==> src/rtl/mcw_consts.vh <==
// Purpose: shared constants for the master control word decoder
// Assumes: 40 MHz system clock, 32 channels of 8 bits per frame
// Notes:   definitions only
`ifndef MCW_CONSTS_VH
`define MCW_CONSTS_VH

// ==========================================================
// control stream channel positions
`define WORD_ONE_CHAN    5'h0F
`define WORD_TWO_CHAN    5'h1F
`define SIG_SLOT         5'h10
`define LAST_BIT         3'h7

// ==========================================================
// word one fields
`define W1_LOOP_BIT      6
`define W1_NODB_MSB      3
`define W1_RESET         8'hB0

// ==========================================================
// word two fields
`define W2_CCS_BIT       5
`define W2_FPEN_BIT      4
`define W2_AIS_BIT       3
`define W2_TS16AIS_BIT   2
`define W2_EXT_BIT       1
`define W2_RESET         8'h80

// ==========================================================
// timing
`define SYS_CLK_HZ       40000000
`define DB_MIN_MS        6
`define DB_MAX_MS        8
`define MS_CYCLES        (`SYS_CLK_HZ / 1000)
`define DB_TICKS         3'h7
// pulse width in system cycles, sized to fit its 4 bit counter
`define FP_PULSE_CYC     4'h8
`define ALL_ONES         8'hFF

`endif

==> src/rtl/word_fifo.v <==
// Purpose: small flop based fifo with valid/ready on both sides
// Assumes: single clock, asynchronous active high reset
// Notes:   depth is a power of two given by its index width
`timescale 1ns/10ps
`default_nettype none

module word_fifo #(
    parameter W  = 9,
    parameter AW = 2
) (
    input  wire         clk_in,
    input  wire         rst_in,
    input  wire         in_valid_in,
    output wire         in_ready_out,
    input  wire [W-1:0] in_data_in,
    output wire         out_valid_out,
    input  wire         out_ready_in,
    output wire [W-1:0] out_data_out
);

    localparam D = 1 << AW;

    reg [W-1:0]  mem_ff [0:D-1];   // storage words
    reg [AW-1:0] wr_ptr_ff;        // next write index
    reg [AW-1:0] rd_ptr_ff;        // next read index
    reg [AW:0]   count_ff;         // words held
    wire         push;             // accepted write
    wire         pop;              // accepted read

    // honest flags straight from the count
    assign in_ready_out  = (count_ff != D[AW:0]);
    assign out_valid_out = (count_ff != {(AW+1){1'b0}});
    assign out_data_out  = mem_ff[rd_ptr_ff];
    assign push = in_valid_in & in_ready_out;
    assign pop  = out_valid_out & out_ready_in;

    // ==========================================================
    // pointers and count
    always @(posedge clk_in or posedge rst_in) begin
        if (rst_in) begin
            wr_ptr_ff <= {AW{1'b0}};
            rd_ptr_ff <= {AW{1'b0}};
            count_ff  <= {(AW+1){1'b0}};
        end else begin
            if (push)
                wr_ptr_ff <= wr_ptr_ff + 1'b1;
            if (pop)
                rd_ptr_ff <= rd_ptr_ff + 1'b1;
            if (push & ~pop)
                count_ff <= count_ff + 1'b1;
            else if (pop & ~push)
                count_ff <= count_ff - 1'b1;
        end
    end

    // storage needs no reset, never read while empty
    always @(posedge clk_in) begin
        if (push)
            mem_ff[wr_ptr_ff] <= in_data_in;
    end

endmodule
`default_nettype wire

==> src/rtl/mcw_decoder.v <==
// Purpose: decode the two master control words of the control stream
// Assumes: link bit clock well below half of SYS_CLK_IN
// Notes:   frame start is marked by LINK_FRAME_N_IN low at a bit edge
//
// Summary of operation
// - loopback bit swaps transmitted slot 16 in
// - loopback only with line sync, one slot
// - set debounce bit passes signalling bit raw
// - clear bit debounces signalling 6 to 8 ms
// - ccs sends voice channel 16 in slot 16
// - ccs puts received slot 16 on voice
// - ccs takes slot 16 control from channel 15
// - ccs ignores signalling channels 0 to 15
// - ccs clear carries abcd codes in slot 16
// - enable bit drives 8 kHz framing pulses
// - pulse pin floats when enable clear
// - alarm bit sends all ones everywhere
// - slot 16 alarm sends ones there only
// - external pin follows word two bit 1
`timescale 1ns/10ps
`default_nettype none
`include "mcw_consts.vh"

module mcw_decoder #(
    parameter MS_CYC = `MS_CYCLES,
    parameter FIFO_AW = 2
) (
    input  wire       SYS_CLK_IN,
    input  wire       RST_IN,
    input  wire       LINK_CLK_IN,
    input  wire       LINK_FRAME_N_IN,
    input  wire       CONTROL_SERIAL_IN,
    input  wire       LINE_SYNC_IN,
    input  wire [4:0] TX_SLOT_IN,
    input  wire [7:0] TX_VOICE_IN,
    input  wire [7:0] TX_VOICE_CH16_IN,
    input  wire [7:0] TX_CAS_IN,
    output reg  [7:0] TX_LINE_OUT,
    input  wire [4:0] RX_SLOT_IN,
    input  wire [7:0] RX_LINE_IN,
    output reg  [7:0] RX_VOICE_OUT,
    input  wire [3:0] RX_SIG_IN,
    output reg  [3:0] RX_SIG_OUT,
    input  wire [4:0] SIG_CHAN_IN,
    output reg        SIG_CHAN_USED_OUT,
    output reg        TS16_CTRL_VALID_OUT,
    output reg  [7:0] TS16_CTRL_OUT,
    input  wire       RX_FRAME_IN,
    output reg        FRAME_PULSE_OUT,
    output reg        FRAME_PULSE_OE_N_OUT,
    output reg        EXT_CONTROL_OUT,
    output reg  [7:0] WORD_ONE_OUT,
    output reg  [7:0] WORD_TWO_OUT
);

    // ==========================================================
    // helper functions
    // true for line timeslot 16, used on both directions
    function is_ts16;
        input [4:0] slot;
        begin
            is_ts16 = (slot == `SIG_SLOT);
        end
    endfunction

    // true for the lower sixteen signalling channels
    function low_half;
        input [4:0] chan;
        begin
            low_half = ~chan[4];
        end
    endfunction

    // ==========================================================
    // link pin synchronisers
    reg [1:0] clk_sync_ff;     // bit clock, two stages
    reg [1:0] frm_sync_ff;     // frame marker, two stages
    reg [1:0] dat_sync_ff;     // control data, two stages
    reg       clk_prev_ff;     // last synced bit clock
    wire      bit_edge;        // rising bit clock seen

    always @(posedge SYS_CLK_IN or posedge RST_IN) begin
        if (RST_IN) begin
            // idle high level, so no false bit edge after reset
            clk_sync_ff <= 2'h3;
            frm_sync_ff <= 2'h3;
            dat_sync_ff <= 2'h3;
            clk_prev_ff <= 1'b1;
        end else begin
            clk_sync_ff <= {clk_sync_ff[0], LINK_CLK_IN};
            frm_sync_ff <= {frm_sync_ff[0], LINK_FRAME_N_IN};
            dat_sync_ff <= {dat_sync_ff[0], CONTROL_SERIAL_IN};
            clk_prev_ff <= clk_sync_ff[1];
        end
    end

    // only the second stages are looked at
    assign bit_edge = clk_sync_ff[1] & ~clk_prev_ff;

    // ==========================================================
    // control stream deserialiser
    reg [7:0] shift_ff;        // bits of current channel
    reg [4:0] chan_ff;         // channel being received
    reg [2:0] bit_ff;          // bit index within channel
    reg       stage_vld_ff;    // captured word waiting
    reg [8:0] stage_ff;        // {word two flag, word}
    reg       frame_go_ff;     // one cycle at frame start
    wire      frame_start;     // marker low on this edge
    wire [4:0] cur_chan;       // channel of this bit
    wire [2:0] cur_bit;        // bit index of this bit
    wire [7:0] cur_word;       // word including this bit
    wire      fifo_in_rdy;     // fifo accepts
    wire      fifo_out_vld;    // fifo holds a word
    wire [8:0] fifo_out;       // oldest word
    wire      drain_rdy;       // drain side ready

    assign frame_start = bit_edge & ~frm_sync_ff[1];
    assign cur_chan = frame_start ? 5'h00 : chan_ff;
    assign cur_bit  = frame_start ? 3'h0 : bit_ff;
    assign cur_word = {shift_ff[6:0], dat_sync_ff[1]};

    // counts bits msb first, captures word at channel end
    always @(posedge SYS_CLK_IN or posedge RST_IN) begin
        if (RST_IN) begin
            shift_ff     <= 8'h00;
            chan_ff      <= 5'h00;
            bit_ff       <= 3'h0;
            stage_vld_ff <= 1'b0;
            stage_ff     <= 9'h000;
            frame_go_ff  <= 1'b0;
        end else begin
            frame_go_ff <= frame_start;
            if (stage_vld_ff & fifo_in_rdy)
                stage_vld_ff <= 1'b0;
            if (bit_edge) begin
                shift_ff <= cur_word;
                bit_ff   <= cur_bit + 3'h1;
                if (cur_bit == `LAST_BIT)
                    chan_ff <= cur_chan + 5'h01;
                else
                    chan_ff <= cur_chan;
                // only the two master channels are kept
                if ((cur_bit == `LAST_BIT) &&
                    ((cur_chan == `WORD_ONE_CHAN) ||
                     (cur_chan == `WORD_TWO_CHAN))) begin
                    // a full fifo drops the older staged word
                    stage_vld_ff <= 1'b1;
                    stage_ff <= {cur_chan[4], cur_word};
                end
            end
        end
    end

    // ==========================================================
    // word fifo between capture and decode
    // drain stalls during the apply cycle so pending stays stable
    assign drain_rdy = ~frame_go_ff;

    word_fifo #(
        .W  (9),
        .AW (FIFO_AW)
    ) word_fifo_i (
        .clk_in        (SYS_CLK_IN),
        .rst_in        (RST_IN),
        .in_valid_in   (stage_vld_ff),
        .in_ready_out  (fifo_in_rdy),
        .in_data_in    (stage_ff),
        .out_valid_out (fifo_out_vld),
        .out_ready_in  (drain_rdy),
        .out_data_out  (fifo_out)
    );

    // ==========================================================
    // pending and active words
    reg [7:0] pend1_ff;        // latest word one
    reg [7:0] pend2_ff;        // latest word two
    reg [7:0] w1_ff;           // word one in force
    reg [7:0] w2_ff;           // word two in force

    // words wait in pending until the next frame begins
    always @(posedge SYS_CLK_IN or posedge RST_IN) begin
        if (RST_IN) begin
            pend1_ff <= `W1_RESET;
            pend2_ff <= `W2_RESET;
            w1_ff    <= `W1_RESET;
            w2_ff    <= `W2_RESET;
        end else begin
            if (fifo_out_vld & drain_rdy) begin
                if (fifo_out[8])
                    pend2_ff <= fifo_out[7:0];
                else
                    pend1_ff <= fifo_out[7:0];
            end
            // reserved bits are stored but steer nothing
            if (frame_go_ff) begin
                w1_ff <= pend1_ff;
                w2_ff <= pend2_ff;
            end
        end
    end

    wire ccs_mode  = w2_ff[`W2_CCS_BIT];
    wire all_ones  = w2_ff[`W2_AIS_BIT];
    wire ts16_ones = w2_ff[`W2_TS16AIS_BIT];
    wire loop_on   = w1_ff[`W1_LOOP_BIT] & LINE_SYNC_IN;
    wire [3:0] nodb = w1_ff[`W1_NODB_MSB:0];

    // ==========================================================
    // transmit slot selection
    reg [7:0] tx_ts16_ff;      // last slot 16 sent
    reg [7:0] tx_next;         // next line byte

    always @* begin
        if (all_ones)
            tx_next = `ALL_ONES;
        else if (is_ts16(TX_SLOT_IN) & ts16_ones)
            tx_next = `ALL_ONES;
        else if (is_ts16(TX_SLOT_IN) & ccs_mode)
            tx_next = TX_VOICE_CH16_IN;
        else if (is_ts16(TX_SLOT_IN))
            tx_next = TX_CAS_IN;
        else
            tx_next = TX_VOICE_IN;
    end

    // registered line byte, slot 16 kept for loopback
    always @(posedge SYS_CLK_IN or posedge RST_IN) begin
        if (RST_IN) begin
            TX_LINE_OUT <= `ALL_ONES;
            tx_ts16_ff  <= `ALL_ONES;
        end else begin
            TX_LINE_OUT <= tx_next;
            if (is_ts16(TX_SLOT_IN))
                tx_ts16_ff <= tx_next;
        end
    end

    // ==========================================================
    // receive path and signalling channel gating
    // only slot 16 is ever replaced, the rest pass
    always @(posedge SYS_CLK_IN or posedge RST_IN) begin
        if (RST_IN) begin
            RX_VOICE_OUT        <= `ALL_ONES;
            SIG_CHAN_USED_OUT   <= 1'b1;
            TS16_CTRL_VALID_OUT <= 1'b0;
            TS16_CTRL_OUT       <= `W1_RESET;
        end else begin
            if (is_ts16(RX_SLOT_IN) & loop_on)
                RX_VOICE_OUT <= tx_ts16_ff;
            else
                RX_VOICE_OUT <= RX_LINE_IN;
            SIG_CHAN_USED_OUT <=
                ~(ccs_mode & low_half(SIG_CHAN_IN));
            TS16_CTRL_VALID_OUT <= ccs_mode;
            TS16_CTRL_OUT       <= w1_ff;
        end
    end

    // ==========================================================
    // signalling bit debounce
    reg [15:0] ms_cnt_ff;      // millisecond divider
    reg        ms_tick_ff;     // one cycle per ms
    reg [2:0]  db_cnt_ff [0:3];// ms ticks of change held
    integer    i;

    // tick granularity gives a 6 to 7 ms wait
    always @(posedge SYS_CLK_IN or posedge RST_IN) begin
        if (RST_IN) begin
            ms_cnt_ff  <= 16'h0000;
            ms_tick_ff <= 1'b0;
        end else if (ms_cnt_ff == MS_CYC[15:0] - 16'h0001) begin
            ms_cnt_ff  <= 16'h0000;
            ms_tick_ff <= 1'b1;
        end else begin
            ms_cnt_ff  <= ms_cnt_ff + 16'h0001;
            ms_tick_ff <= 1'b0;
        end
    end

    // bit 0 is A up to bit 3 as D
    always @(posedge SYS_CLK_IN or posedge RST_IN) begin
        if (RST_IN) begin
            RX_SIG_OUT <= 4'hF;
            for (i = 0; i < 4; i = i + 1)
                db_cnt_ff[i] <= 3'h0;
        end else begin
            for (i = 0; i < 4; i = i + 1) begin
                if (nodb[i]) begin
                    RX_SIG_OUT[i] <= RX_SIG_IN[i];
                    db_cnt_ff[i]  <= 3'h0;
                end else if (RX_SIG_IN[i] == RX_SIG_OUT[i]) begin
                    db_cnt_ff[i] <= 3'h0;                  // glitch ends
                end else if (ms_tick_ff) begin
                    if (db_cnt_ff[i] == `DB_TICKS - 3'h1) begin
                        RX_SIG_OUT[i] <= RX_SIG_IN[i];
                        db_cnt_ff[i]  <= 3'h0;
                    end else begin
                        db_cnt_ff[i] <= db_cnt_ff[i] + 3'h1;
                    end
                end
            end
        end
    end

    // ==========================================================
    // recovered frame pulse and external pin
    localparam [3:0] PULSE_CYC = `FP_PULSE_CYC;
    reg [3:0] pulse_cnt_ff;    // remaining high cycles

    // one pulse per received frame while line sync is held gives the 8 kHz train
    always @(posedge SYS_CLK_IN or posedge RST_IN) begin
        if (RST_IN) begin
            pulse_cnt_ff         <= 4'h0;
            FRAME_PULSE_OUT      <= 1'b0;
            FRAME_PULSE_OE_N_OUT <= 1'b1;
            EXT_CONTROL_OUT      <= 1'b0;
            WORD_ONE_OUT         <= `W1_RESET;
            WORD_TWO_OUT         <= `W2_RESET;
        end else begin
            if (RX_FRAME_IN & LINE_SYNC_IN)
                pulse_cnt_ff <= PULSE_CYC;
            else if (pulse_cnt_ff != 4'h0)
                pulse_cnt_ff <= pulse_cnt_ff - 4'h1;
            FRAME_PULSE_OUT <= (pulse_cnt_ff != 4'h0);
            FRAME_PULSE_OE_N_OUT <= ~w2_ff[`W2_FPEN_BIT];
            EXT_CONTROL_OUT <= w2_ff[`W2_EXT_BIT];
            WORD_ONE_OUT    <= w1_ff;
            WORD_TWO_OUT    <= w2_ff;
        end
    end

endmodule
`default_nettype wire

==> config.mk <==
export PLATFORM = sky130hd
export DESIGN_NAME = mcw_decoder
export DESIGN_NICKNAME = d
export VERILOG_FILES = /design/src/rtl/word_fifo.v /design/src/rtl/mcw_decoder.v
export VERILOG_INCLUDE_DIRS = /design/src /design/src/rtl
export SDC_FILE = /design/constraint.sdc
export NUM_CORES = 1
export LEC_CHECK = 0
export ABC_AREA = 0
export BUFFER_PORTS_ARGS = -buffer_cell sky130_fd_sc_hd__buf_2
export CORE_ASPECT_RATIO = 0.75
export CORE_MARGIN = 1.5
export CORE_UTILIZATION = 36
export CTS_BUF_LIST = sky130_fd_sc_hd__clkbuf_4 sky130_fd_sc_hd__clkbuf_8 sky130_fd_sc_hd__clkbuf_16
export CTS_CLUSTER_DIAMETER = 200
export DETAILED_ROUTE_END_ITERATION = 6
export PLACE_DENSITY = 0.65
export SLEW_MARGIN = 10
export SYNTH_ARGS = -nofsm -noshare
export SYNTH_HDL_FRONTEND = slang
export SYNTH_HIERARCHICAL = 1
export SYNTH_SLANG_ARGS = --single-unit
==> constraint.sdc <==
create_clock -name SYS_CLK_IN -period 4.2 [get_ports SYS_CLK_IN]
set_input_delay 0.42 -clock SYS_CLK_IN [delete_from_list [all_inputs] [get_ports SYS_CLK_IN]]
set_output_delay 0.42 -clock SYS_CLK_IN [all_outputs]
set_load 0.01 [all_outputs]
==> summary.md <==
| Metric | Value |
|---|---|
| Die width | 172 µm |
| VDD IR-drop max | 0.000283 V |
| Mux contribution to synthesized area | 11.4% |
| Antenna-violating nets left | 0 |
| Synth Area in Simple Gates | 11.4% |
| Post-synthesis sequential area ratio | 64.1% |
| Final nets | 740 |
| Per-cell routed wire length | 13.7 µm |
| Worst setup SP type | flip-flop |
| Synth Area in XOR/XNOR | 2.73% |
| Number of flops mapped to enable cells by yosys | 36 |
| Post-CTS setup buffers | 0 |
| Total track usage | 12.6% |
| Status | finished clean |
| Largest family of logic cells by synthesized area | multiplexers |
| Gate Count Post-Synth | 570 |
| Die area | 0.0223 mm² |
| Fin crit share | 66.1% |
| Slew @ Worst Pin | 897 ps |
| Hold Crit Class | input pin to flip-flop |
| Setup violators final | 0 |
| Hold Fails Final Rpt | 0 |
| Vias in the first global route | 4300 |
| Via count | 4490 |
| Standby leakage power | 3.89 nW |
| CTS tree | built |
| Core Box Area | 0.0211 mm² |
| DRT iter0 DRCs | 214 |
| Starting density of the core | 36.6% |
| Worst-path fanout max | 15 |
| Commonest cells in the synthesized netlist | dfrtp_1, nand2_1, mux2_2, dfstp_2, nor2_1 |
| Post-synthesis adder-cell area fraction | 2.37% |
| Arr. time, crit path | 3090 ps |
| RSZ-0062 raised after global routing | no |
| Post-CTS sizing | 0 |
| Die Y | 130 µm |
| Post-synth top area share | 33.4% |
| Synth area leaders | dfrtp_1, dfstp_2, edfxtp_1 |
| Worst Setup End Kind | flip-flop |
| Setup TNS | 0 ps |
| Largest net degree at the start of global routing | 146 |
| Clk Latency, worst-skew pair | 430 ps |
| Final HPWL DP | 8.66 mm |
| # placed instances | 936 |
| Netlist cell types | 57 |
| Syn_area_per_cell | 13.5 µm² |
| # clock sinks | 188 |
| I/O pins | 107 |
| Main synth FF type | dfrtp_1 |
| Residual DRC | 0 |
| Fraction of the mapped netlist area in compound gates | 4.98% |
| Synth warn | 6 |
| Kind of critical path | flip-flop to flip-flop |
| Layout cell share with drive strength beyond 1 | 38.3% |
| Final Non-Filler Cells | 969 |
| Diode count | 0 |
| Setup Skew | 12.6 ps |
| Yosys top cell by area | dfrtp_1 |
| Count leader, synth | dfrtp_1 |
| Minimum clock period | 2780 ps |
| Pwr Density | 426 mW/mm² |
| Slew Limit Fails | 0 |
| I/O Buffers | 102 |
| CP Data Required Time | 4510 ps |
| Max-cap violations | 0 |
| Worst slew margin | 40.2% |
| Overflow left after global routing | 0 |
| H-tree lvl count | 4 |
| Drt pass-1 iters | 4 |
| Mapped Nets | 642 |
| Mapped Area | 0.00771 mm² |
| Initial antenna violation count | 0 |
| Vias per cell | 4.63 |
| First-pass GRT wire length | 21.8 mm |
| Worst-case clock buffer depth | 2 |
| Worst-path clk slew | 70 ps |
| Peak Freq | 360 MHz |
| Layout area overhead | 17.1% |
| Gp weighted congestion | 0.728 |
| Fin Hold WS | 87.9 ps |
| CTS Buf Count | 17 |
| Yosys reg bits | 188 |
| Total Wirelength | 13.3 mm |
| Async SR Flop Fraction | 80.9% |
| Clock root buffer | clkbuf_16 |
| # rows | 46 |
==> per-stage QoR <==
stage	instance area (µm²)	total power, mW	worst slack [ps]	util (%)
after floorplan	7710	2.21	1960	-
after global placement	8430	2.29	1430	40.0
after detailed placement	8430	2.30	1380	40.0
after CTS	9030	3.90	1360	42.9
after global routing	9030	4.03	1100	42.9
final	9030	3.85	1420	42.9
==> final timing paths <==
| check | endpoint | from | slack (ps) | depth (start not counted) |
|---|---|---|---|---|
| max | stage_ff[0]$_DFFE_PP0P_ | clk_prev_ff$_DFF_PP1_ | 1420 | 8 |
| min in group asynchronous | word_fifo_i/count_ff[1]$_DFFE_PP0P_ | RST_IN | 500 | 3 |
| max in group asynchronous | WORD_TWO_OUT[5]$_DFF_PP0_ | RST_IN | 2870 | 4 |
| min reg2reg | clk_sync_ff[1]$_DFF_PP1_ | clk_sync_ff[0]$_DFF_PP1_ | 360 | 0 |
| max reg2reg | stage_ff[0]$_DFFE_PP0P_ | clk_prev_ff$_DFF_PP1_ | 1420 | 8 |
| min | clk_sync_ff[0]$_DFF_PP1_ | LINK_CLK_IN | 90 | 1 |
==> cell type report <==
type	instances	area (µm²)
Clock inverter	11	92.6
Inverter	16	63.8
Tap cell	288	360
Multi-Input combinational cell	341	2530
Timing Repair Buffer	104	541
Fill cell	1982	12000
Sequential cell	188	4950
Clock buffer	21	497
==> power by group <==
group / internal (mW) / switching, mW / total, mW / leakage (nW)
Combinational: 0.116 / 0.135 / 0.251 / 1.43
Clock: 0.868 / 0.715 / 1.58 / 0.297
Sequential: 1.96 / 0.0524 / 2.01 / 2.16
Total: 2.94 / 0.903 / 3.85 / 3.89
==> logic make-up after synthesis <==
family	after synthesis
XOR/XNOR	24
AO/OA/AOI/OAI	59
flip-flops	188
AND/OR/NAND/NOR	175
buffers and inverters	41
multiplexers	69
adder cells (fa/ha/maj)	14
==> registers in the layout, indices dropped and copies added (netlist names), 3 cells and up <==
signal and cells:
db_cnt_ff 12, RX_SIG_OUT 4, TX_LINE_OUT 8, w1_ff 8, w2_ff 8, pulse_cnt_ff 4, shift_ff 7, chan_ff 5
bit_ff 3, WORD_TWO_OUT 8, pend2_ff 8, ms_cnt_ff 16, word_fifo_i/count_ff 3, pend1_ff 8, TS16_CTRL_OUT 8, RX_VOICE_OUT 8
stage_ff 9, word_fifo_i/mem_ff 36, tx_ts16_ff 8
==> repair_timing <==
| item | 4_1_cts | 5_1_grt |
|---|---|---|
| endpoints found under the setup margin | 0 | 0 |
| endpoints found under the hold margin | 7 | 0 |
| hold buffers | 1 | 0 |
==> worst max-delay path, stage by stage, from the launching register on <==
cell and delay (ps):
dfstp_2 520, nand2b_1 440, nor2_1 230, nor2b_1 170, ha_1 160, ha_1 300, nand2_1 180, nor2_4 300
mux2_2 370
==> routing by layer <==
metal / vias to the layer above / GRT usage [%] / routed length, µm
li1: 2182 / - / -
met1: 2195 / 17.3 / 6510
met2: 103 / 19.3 / 5960
met3: 10 / 3.73 / 710
met4: 0 / 4.14 / 127
met5: - / 0 / 0
==> cell usage in the layout (no fill, tap or decap), drive strengths merged, types with 19 or more instances in the layout <==
cell    count
nor2       45
edfxtp     36
dfrtp     103
mux2       58
inv        22
dfstp      49
buf       103
nand2      64
clkbuf     21
a21oi      19
No activity file was read; power rests on OpenSTA's default activity.
